==> src/hdl/qcsio_pkg.sv <==
`default_nettype none
package qcsio_pkg;
   // operation and frequency modes
   typedef enum logic [1:0] {
      QCSIO_OP_NORMAL,
      QCSIO_OP_QUICK,
      QCSIO_OP_SWEEP,
      QCSIO_OP_OTHER
   } qcsio_op_mode_t;

   typedef enum logic [1:0] {
      QCSIO_FREQ_INTERNAL,
      QCSIO_FREQ_EXT_SYNC,
      QCSIO_FREQ_SWEEP,
      QCSIO_FREQ_QUICK
   } qcsio_freq_mode_t;

   // current ranges of the test set and of the amplifier
   typedef enum logic [1:0] {
      QCSIO_RANGE_0A4,
      QCSIO_RANGE_4A,
      QCSIO_RANGE_20A,
      QCSIO_RANGE_NONE
   } qcsio_range_t;

   // timing
   localparam int QCSIO_CLK_HZ = 25_000_000;
   localparam int QCSIO_SETTLE_MS = 1000;
   localparam int QCSIO_SETTLE_CYC = QCSIO_CLK_HZ / 1000 * QCSIO_SETTLE_MS;
   localparam int QCSIO_CNT_W = 32;
   localparam int QCSIO_PHASE_W = 16;
   localparam logic [QCSIO_CNT_W-1:0] QCSIO_CNT_ZERO = 32'h0000_0000;
   localparam logic [QCSIO_CNT_W-1:0] QCSIO_CNT_ONE = 32'h0000_0001;
   localparam logic [QCSIO_PHASE_W-1:0] QCSIO_PHASE_ZERO = 16'h0000;
   localparam logic [QCSIO_PHASE_W-1:0] QCSIO_PHASE_HALF = 16'h8000;
endpackage
`default_nettype wire

==> src/hdl/qcsio_top.sv <==
// Operation
// - sync output falls exactly at zero phase of the internal waveform
// - falling edge on sync input marks zero phase when following outside
// - lock to sync input only in external sync frequency mode
// - allow about one second of settling before frequency counts stable
// - external sync inhibits frequency sweep and frequency quick change
// - quick-change fault transitions act only in quick-change mode
// - direct command output low while quick change runs, high otherwise
// - after direct output falls, wait pre-trigger then fault start phase
// - delayed command output low from fault switch-over while fault lasts
// - external start input begins a quick-change sequence
// - command input held low forces fault, skipping pre-trigger delay
// - amplifier range: 4A to 4A, 20A to 20A, 0.4A refused
`timescale 1ns/1ps
`default_nettype none
module qcsio_top
   import qcsio_pkg::*;
#(
   parameter int SETTLE_CYC = QCSIO_SETTLE_CYC
) (
   // clock and reset
   input wire logic sys_clk_in,
   input wire logic rstn_in,
   // mode settings
   input wire qcsio_pkg::qcsio_op_mode_t op_mode_in,
   input wire qcsio_pkg::qcsio_freq_mode_t freq_mode_in,
   input wire logic sync_out_en_in,
   // synthesizer phase accumulator increment
   input wire logic [qcsio_pkg::QCSIO_PHASE_W-1:0] phase_step_in,
   // quick-change settings and controls
   input wire logic [qcsio_pkg::QCSIO_CNT_W-1:0] pretrig_cyc_in,
   input wire logic [qcsio_pkg::QCSIO_PHASE_W-1:0] fault_phase_in,
   input wire logic qc_start_in,
   input wire logic qc_stop_in,
   // pins from the partner
   input wire logic sync_pin_in,
   input wire logic ext_start_pin_in,
   input wire logic qc_cmd_pin_in,
   // amplifier range request
   input wire qcsio_pkg::qcsio_range_t range_in,
   // pins to the partner
   output logic sync_pin_out,
   output logic qc_direct_n_out,
   output logic qc_delay_n_out,
   output var qcsio_pkg::qcsio_range_t amp_range_out,
   // status to the synthesizer core
   output logic [qcsio_pkg::QCSIO_PHASE_W-1:0] phase_out,
   output logic fault_out,
   output logic freq_stable_out,
   output logic sweep_inhibit_out,
   output logic range_error_out
);
   import qcsio_pkg::*;

   typedef enum logic [1:0] {
      QCSIO_IDLE,
      QCSIO_PRETRIG,
      QCSIO_WAIT_PHASE,
      QCSIO_FAULT
   } qcsio_state_t;

   ////////////////////////////////////////////////////////////////////////
   // reset release and pin synchronisers
   logic [1:0] rst_sync;
   logic rst_n;
   always_ff @(posedge sys_clk_in or negedge rstn_in) begin
      if (!rstn_in) begin
         rst_sync <= 2'h0;
      end else begin
         rst_sync <= {rst_sync[0], 1'b1};
      end
   end
   assign rst_n = rst_sync[1];

   // pins are idle high; the first stage feeds only the second
   logic [2:0] pin_s1;
   logic [2:0] pin_s2;
   logic sync_prev;
   logic start_prev;
   always_ff @(posedge sys_clk_in or negedge rst_n) begin
      if (!rst_n) begin
         pin_s1 <= 3'h7;
         pin_s2 <= 3'h7;
         sync_prev <= 1'b1;
         start_prev <= 1'b1;
      end else begin
         pin_s1 <= {qc_cmd_pin_in, ext_start_pin_in, sync_pin_in};
         pin_s2 <= pin_s1;
         sync_prev <= pin_s2[0];
         start_prev <= pin_s2[1];
      end
   end

   wire sync_fall = sync_prev & ~pin_s2[0];
   wire ext_start = start_prev & ~pin_s2[1];
   wire cmd_low = ~pin_s2[2];

   ////////////////////////////////////////////////////////////////////////
   // phase generation and frequency sync
   wire ext_sync = (freq_mode_in == QCSIO_FREQ_EXT_SYNC);
   logic [QCSIO_PHASE_W-1:0] phase;
   logic [QCSIO_PHASE_W-1:0] phase_sum;
   logic [QCSIO_PHASE_W-1:0] next_phase;
   logic [QCSIO_PHASE_W-1:0] prev_phase;
   assign phase_sum = phase + phase_step_in;
   // restarting at zero on each outside edge is a phase lock, not a pll;
   // frequency jitter of the partner passes straight through
   assign next_phase = (ext_sync && sync_fall) ? QCSIO_PHASE_ZERO
                                               : phase_sum;
   // wrap of the accumulator is the zero-degree point
   wire wrap = (phase_sum < phase) || (ext_sync && sync_fall);
   wire next_sync_out = (phase_sum >= QCSIO_PHASE_HALF) | sync_pin_out;

   always_ff @(posedge sys_clk_in or negedge rst_n) begin
      if (!rst_n) begin
         phase <= QCSIO_PHASE_ZERO;
         prev_phase <= QCSIO_PHASE_ZERO;
         sync_pin_out <= 1'b1;
      end else begin
         phase <= next_phase;
         prev_phase <= phase;
         // falls only at the wrap and rises in the upper half, so enabling
         // the output in the low half cannot make a false zero edge
         sync_pin_out <= sync_out_en_in ? (wrap ? 1'b0 : next_sync_out)
                                        : 1'b1;
      end
   end
   assign phase_out = phase;

   ////////////////////////////////////////////////////////////////////////
   // settling timer
   wire sync_used = ext_sync | sync_out_en_in;
   logic sync_used_q;
   logic [QCSIO_CNT_W-1:0] settle_cnt;
   wire sync_begin = sync_used & ~sync_used_q;
   always_ff @(posedge sys_clk_in or negedge rst_n) begin
      if (!rst_n) begin
         sync_used_q <= 1'b0;
         settle_cnt <= QCSIO_CNT_ZERO;
      end else begin
         sync_used_q <= sync_used;
         if (sync_begin) begin
            settle_cnt <= SETTLE_CYC[QCSIO_CNT_W-1:0];
         end else if (settle_cnt != QCSIO_CNT_ZERO) begin
            settle_cnt <= settle_cnt - QCSIO_CNT_ONE;
         end
      end
   end
   assign freq_stable_out = (settle_cnt == QCSIO_CNT_ZERO) & ~sync_begin;
   assign sweep_inhibit_out = ext_sync;

   ////////////////////////////////////////////////////////////////////////
   // quick-change sequencer
   wire qc_mode = (op_mode_in == QCSIO_OP_QUICK);
   // frequency quick change is blocked under external sync
   wire qc_allowed = qc_mode & ~ext_sync;
   wire start_req = qc_allowed & (qc_start_in | ext_start);
   wire force_fault = qc_allowed & cmd_low;
   wire phase_hit = (prev_phase < fault_phase_in) &&
                    (phase >= fault_phase_in);

   qcsio_state_t state;
   qcsio_state_t next_state;
   logic [QCSIO_CNT_W-1:0] pre_cnt;

   always_comb begin
      next_state = state;
      unique case (state)
         QCSIO_IDLE: begin
            if (force_fault) begin
               next_state = QCSIO_FAULT;
            end else if (start_req) begin
               next_state = QCSIO_PRETRIG;
            end
         end
         QCSIO_PRETRIG: begin
            if (force_fault) begin
               next_state = QCSIO_FAULT;
            end else if (pre_cnt == QCSIO_CNT_ZERO) begin
               next_state = QCSIO_WAIT_PHASE;
            end
         end
         QCSIO_WAIT_PHASE: begin
            if (force_fault || phase_hit) begin
               next_state = QCSIO_FAULT;
            end
         end
         QCSIO_FAULT: begin
            if (qc_stop_in && !force_fault) begin
               next_state = QCSIO_IDLE;
            end
         end
      endcase
      if (!qc_allowed) begin
         next_state = QCSIO_IDLE;
      end
   end

   always_ff @(posedge sys_clk_in or negedge rst_n) begin
      if (!rst_n) begin
         state <= QCSIO_IDLE;
         pre_cnt <= QCSIO_CNT_ZERO;
      end else begin
         state <= next_state;
         if (state == QCSIO_IDLE) begin
            pre_cnt <= pretrig_cyc_in;
         end else if (pre_cnt != QCSIO_CNT_ZERO) begin
            pre_cnt <= pre_cnt - QCSIO_CNT_ONE;
         end
      end
   end

   // the delayed output can drive a companion directly, which then must
   // run with its own delays disabled to switch together with us
   always_ff @(posedge sys_clk_in or negedge rst_n) begin
      if (!rst_n) begin
         qc_direct_n_out <= 1'b1;
         qc_delay_n_out <= 1'b1;
         fault_out <= 1'b0;
      end else begin
         qc_direct_n_out <= (next_state == QCSIO_IDLE);
         qc_delay_n_out <= (next_state != QCSIO_FAULT);
         fault_out <= (next_state == QCSIO_FAULT);
      end
   end

   ////////////////////////////////////////////////////////////////////////
   // amplifier range mapping
   wire range_bad = (range_in == QCSIO_RANGE_0A4) ||
                    (range_in == QCSIO_RANGE_NONE);
   always_ff @(posedge sys_clk_in or negedge rst_n) begin
      if (!rst_n) begin
         amp_range_out <= QCSIO_RANGE_NONE;
         range_error_out <= 1'b0;
      end else begin
         amp_range_out <= range_bad ? QCSIO_RANGE_NONE : range_in;
         range_error_out <= range_bad;
      end
   end

   ////////////////////////////////////////////////////////////////////////
   // checks
   direct_tracks_a: assert property (@(posedge sys_clk_in) disable iff (!rst_n)
      (!qc_direct_n_out && !qc_stop_in && qc_allowed) |=>
      !qc_direct_n_out)
      else $error("direct command output rose while the sequence ran");
   delay_fault_a: assert property (@(posedge sys_clk_in) disable iff (!rst_n)
      $fell(qc_delay_n_out) |-> $past(force_fault) ||
      ($past(state) == QCSIO_WAIT_PHASE && $past(phase_hit)))
      else $error("delayed command output fell outside a fault entry");
   seq_end_a: assert property (@(posedge sys_clk_in) disable iff (!rst_n)
      (fault_out && qc_stop_in && !force_fault) |=>
      (qc_direct_n_out && qc_delay_n_out && !fault_out))
      else $error("command outputs not released at sequence end");
   ext_start_a: assert property (@(posedge sys_clk_in) disable iff (!rst_n)
      (state == QCSIO_IDLE && ext_start && qc_allowed && !force_fault) |=>
      !qc_direct_n_out)
      else $error("external start pin did not begin the sequence");
   force_fault_a: assert property (@(posedge sys_clk_in) disable iff (!rst_n)
      force_fault |=> fault_out)
      else $error("command input low did not force fault");
   mode_gate_a: assert property (@(posedge sys_clk_in) disable iff (!rst_n)
      !qc_allowed |=> qc_direct_n_out && qc_delay_n_out)
      else $error("quick change acted outside quick-change mode");
   pretrig_wait_a: assert property (@(posedge sys_clk_in) disable iff (!rst_n)
      (state == QCSIO_PRETRIG && pre_cnt != QCSIO_CNT_ZERO && !force_fault
       && qc_allowed) |=> !fault_out)
      else $error("fault entered before pre-trigger time");
   start_seq_a: assert property (@(posedge sys_clk_in) disable iff (!rst_n)
      (state == QCSIO_IDLE && start_req && !force_fault) |=>
      !qc_direct_n_out && qc_delay_n_out)
      else $error("start did not begin the sequence");
   sync_lock_a: assert property (@(posedge sys_clk_in) disable iff (!rst_n)
      (ext_sync && sync_fall) |=> phase == QCSIO_PHASE_ZERO)
      else $error("phase not reset at input falling edge");
   no_lock_a: assert property (@(posedge sys_clk_in) disable iff (!rst_n)
      !ext_sync |=> phase == $past(phase_sum))
      else $error("phase locked outside external sync mode");
   settle_a: assert property (@(posedge sys_clk_in) disable iff (!rst_n)
      sync_begin |=> !freq_stable_out)
      else $error("frequency stable without settling time");
   settle_run_a: assert property (@(posedge sys_clk_in) disable iff (!rst_n)
      settle_cnt != QCSIO_CNT_ZERO |-> !freq_stable_out)
      else $error("frequency stable while settling");
   range_map_a: assert property (@(posedge sys_clk_in) disable iff (!rst_n)
      range_in == QCSIO_RANGE_0A4 |=> range_error_out)
      else $error("0.4A range not refused");
   range_pass_a: assert property (@(posedge sys_clk_in) disable iff (!rst_n)
      (range_in == QCSIO_RANGE_4A || range_in == QCSIO_RANGE_20A) |=>
      (amp_range_out == $past(range_in) && !range_error_out))
      else $error("4A or 20A range not passed to the amplifier");
   sync_out_a: assert property (@(posedge sys_clk_in) disable iff (!rst_n)
      (sync_out_en_in && wrap) |=> !sync_pin_out)
      else $error("sync output not low at zero phase");
   zero_fall_a: assert property (@(posedge sys_clk_in) disable iff (!rst_n)
      $fell(sync_pin_out) |->
      (phase < phase_step_in || phase == QCSIO_PHASE_ZERO))
      else $error("sync output fell away from zero phase");
endmodule
`default_nettype wire

==> config.mk <==
export PLATFORM = sky130hd
export DESIGN_NAME = qcsio_top
export DESIGN_NICKNAME = d
export VERILOG_FILES = /design/src/hdl/qcsio_pkg.sv /design/src/hdl/qcsio_top.sv
export SDC_FILE = /design/constraint.sdc
export NUM_CORES = 1
export LEC_CHECK = 0
export ABC_CLOCK_PERIOD_IN_PS = 4920
export BUFFER_PORTS_ARGS = -buffer_cell sky130_fd_sc_hd__buf_4
export CORE_MARGIN = 4
export CORE_UTILIZATION = 40
export DETAILED_ROUTE_END_ITERATION = 6
export HOLD_SLACK_MARGIN = 0.08
export PLACE_DENSITY_LB_ADDON = 0.1
export SLEW_MARGIN = 20
export SYNTH_ARGS = -nofsm -noshare
export SYNTH_HDL_FRONTEND = slang
export SYNTH_SLANG_ARGS = --single-unit
==> constraint.sdc <==
create_clock -name sys_clk_in -period 4.92 [get_ports sys_clk_in]
set_input_delay 0.738 -clock sys_clk_in [delete_from_list [all_inputs] [get_ports sys_clk_in]]
set_output_delay 0.738 -clock sys_clk_in [all_outputs]
set_load 0.01 [all_outputs]
==> results.json <==
{
  "outcome": "finished clean",
  "cts.sinks": 116,
  "routed_wl_mm": 15.6,
  "core.rowCount": 47,
  "ys_seq_elements": 116,
  "num-fill-cells": 1558,
  "synthCells": 724,
  "p_int_uw": 2970,
  "cap_violations": 0,
  "dpl.hpwl_mm": 11.6,
  "highest_layer": "met4",
  "dpl_cell_area_um2": 7800,
  "cts_buffer_depth": 2,
  "start_util_pct": 40.8,
  "synth_common_cells": "dfrtp_1 (103), nand2_1 (78), nor2_1 (71)",
  "setup_ws_ns": 1.03,
  "yosys.area.top_type_share_pct": 38.1,
  "first_global_vias": 5509,
  "avgRoutedWirePerCell_um": 14.6,
  "async_reset_ff_share_pct": 100,
  "fmaxAchievable_mhz": 257,
  "vdd_drop_max_mv": 0.282,
  "grt_start_max_net_pins": 63,
  "rsz0062_at_grt": "no",
  "vias": 5520,
  "antenna_left": 0,
  "crit_fanout": 4,
  "overflow": 0,
  "antenna_found_initial": 0,
  "max_slew_margin_pct": 43.9,
  "p_leak_uw": 0.00383,
  "synth_most_common_cell": "dfrtp_1",
  "path_class": "in2reg",
  "power_frac_comb_pct": 39.5,
  "startpoint_type": "primary input",
  "post-route-period-util_pct": 79.0,
  "slew_violations": 0,
  "drt-initial-drc-count": 298,
  "period_needed_ns": 3.89,
  "first_pass_iters": 5,
  "finalSetupViolCount": 0,
  "cts_resized": 0,
  "via_per_inst": 5.16,
  "cts-buffers-inserted": 17,
  "pwr_density_cell_nw_per_um2": 545,
  "clock_skew_ns": 0.00620,
  "fp.dieW_um": 138,
  "setup_tns_ns": 0,
  "final_cell_area_um2": 8440,
  "hp-class": "reg2reg",
  "core_area_um2": 16600,
  "root_buffer": "clkbuf_16",
  "drt-met1-wl_mm": 7.40,
  "h-tree-depth": 4,
  "cts_tree": "done",
  "place_ws_ns": 0.586,
  "dr_wl_met3_um": 679,
  "grt_pass1_wl_mm": 26.3,
  "hold_violations": 0,
  "synthToLayoutAreaGrowth_pct": 24.7,
  "clk_latency_ns": 0.42,
  "gp_congestion": 0.836,
  "synth_ff_type": "dfrtp_1",
  "hold_slack_ns": 0.354,
  "critical_path_required_ns": 5.25,
  "layout-drive-gt1-share_pct": 19.9,
  "die_area_um2": 19100,
  "io_buffers": 102,
  "ios": 103,
  "wl_met2_mm": 7.30,
  "final_nets": 979,
  "yosys-top-cells-area": "dfrtp_1 (38%), ha_1 (12%), dfstp_2 (5.0%), xnor2_1 (4.8%), nand2_1 (4.3%)",
  "grt_usage_pct": 16.8,
  "p_sw_uw": 1640,
  "switching_share_pct": 35.6,
  "diodes": 0,
  "syn_area_per_cell_um2": 9.35,
  "cp-end-kind": "flip-flop",
  "synth_area_leader_cell": "dfrtp_1",
  "ctsHoldBuffers": 1,
  "clkPwrFrac_pct": 28.3,
  "yosysSeqAreaShare_pct": 43.1,
  "power_frac_seq_pct": 32.2,
  "synthDistinctLibCells": 58,
  "p_total_uw": 4600,
  "tightest_slew_ns": 0.842,
  "postSynthNetCount": 867,
  "clkTransAtPathRegs_ns": 0.05,
  "synth_edf_count": 0,
  "synth_area_um2": 6770,
  "post_cts_buffers": 0,
  "fp.dieH_um": 138,
  "cp.arrival_ns": 4.21,
  "synth_warnings": 0,
  "drc": 0
}
state kept, by name (all words and copies together) (netlist names):
| signal | flops |
|---|---|
| state | 2 |
| pin_s2 | 3 |
| qc_delay_n_out | 1 |
| settle_cnt | 32 |
| sync_pin_out | 1 |
| qc_direct_n_out | 1 |
| amp_range_out | 2 |
| range_error_out | 1 |
| phase_out | 16 |
| pin_s1 | 3 |
| sync_used_q | 1 |
| prev_phase | 16 |
| pre_cnt | 32 |
| sync_prev | 1 |
| fault_out | 1 |
| start_prev | 1 |
| rst_sync | 2 |
power by group through the flow:
stage | registers (uW) | logic, uW | clock network, uW
final | 1480 | 1820 | 1300
after global routing | 1530 | 2080 | 1380
after CTS | 1490 | 1830 | 1340
after detailed placement | 1500 | 1820 | 0
after global placement | 1490 | 1760 | 0
after floorplan | 1460 | 1280 | 0
cells in the final DEF, fill, tap and decap left out, types with 13 or more instances in the layout:
cell type / instances
inv_1: 49
buf_4: 107
or4_1: 13
nor4_1: 19
clkbuf_16: 17
o21ai_0: 43
dfstp_2: 13
nor2_1: 70
ha_1: 64
nand2_1: 78
a21oi_1: 35
dfrtp_1: 102
nor2b_1: 18
xnor2_1: 37
nor3_1: 25
xor2_1: 17
layer usage:
layer | vias up | track usage, %
li1 | 2781 | -
met1 | 2615 | 22.0
met2 | 107 | 26.9
met3 | 17 | 4.87
met4 | 0 | 5.30
met5 | - | 0
per-stage QoR:
| stage | instances | util [%] |
|---|---|---|
| detailed placement | 1036 | 47.0 |
| finish | 1069 | 50.9 |
| floorplan | 724 | - |
| global placement | 1036 | 47.0 |
| global route | 1069 | 50.9 |
| CTS | 1069 | 50.9 |
critical path, stage by stage:
cell and delay, ns:
buf_4 0.11, ha_1 0.23, fa_1 0.45, a211o_1 0.32, nand2_1 0.07, a21oi_1 0.10, o31a_1 0.28, o21ai_0 0.38
nand2b_1 0.17, xor2_1 0.17, ha_1 0.18, a211oi_1 0.21, o21ai_0 0.11, o211ai_1 0.09, a21oi_1 0.09, a2111oi_0 0.39
nor3_1 0.12
layout make-up:
| class | instances | area, um2 | share of cell area (%) |
|---|---|---|---|
| clock buffer | 22 | 474 | 5.62 |
| clock inverter | 10 | 154 | 1.82 |
| inverter | 49 | 184 | 2.18 |
| multi-input combinational | 544 | 3610 | 42.8 |
| sequential | 116 | 2920 | 34.6 |
| tap | 220 | 275 | 3.26 |
| timing repair buffer | 108 | 813 | 9.64 |
cells by family (layout without fill, tap and decap cells):
kind of cell / Yosys count / in the layout / share of synthesized area (%)
simple gates: 278 / 278 / 20.4
compound gates: 142 / 142 / 13.1
flops: 116 / 116 / 43.1
fa+ha+maj: 65 / 65 / 12.1
buf+inv: 64 / 189 / 3.57
xor+xnor: 54 / 54 / 6.99
mux: 4 / 4 / 0.629
other cells: 1 / 1 / 0.0554
worst paths after layout:
path	startpoint	slack (ns)	end	depth (start not counted)
setup / recovery	phase_step_in[0]	1.03	sync_pin_out$_DFF_PN1_	17
hold / removal	pin_s1[1]$_DFF_PN1_	0.35	pin_s2[1]$_DFF_PN1_	0
setup reg to reg	phase_out[0]$_DFF_PN0_	1.06	sync_pin_out$_DFF_PN1_	16
hold reg to reg	pin_s1[1]$_DFF_PN1_	0.35	pin_s2[1]$_DFF_PN1_	0
max in group asynchronous	rst_sync[1]$_DFF_PN0_	3.29	state[1]$_DFF_PN0_	1
min in group asynchronous	rst_sync[1]$_DFF_PN0_	0.43	pre_cnt[26]$_DFFE_PN0P_	0
(Power assumes the default switching activity.)
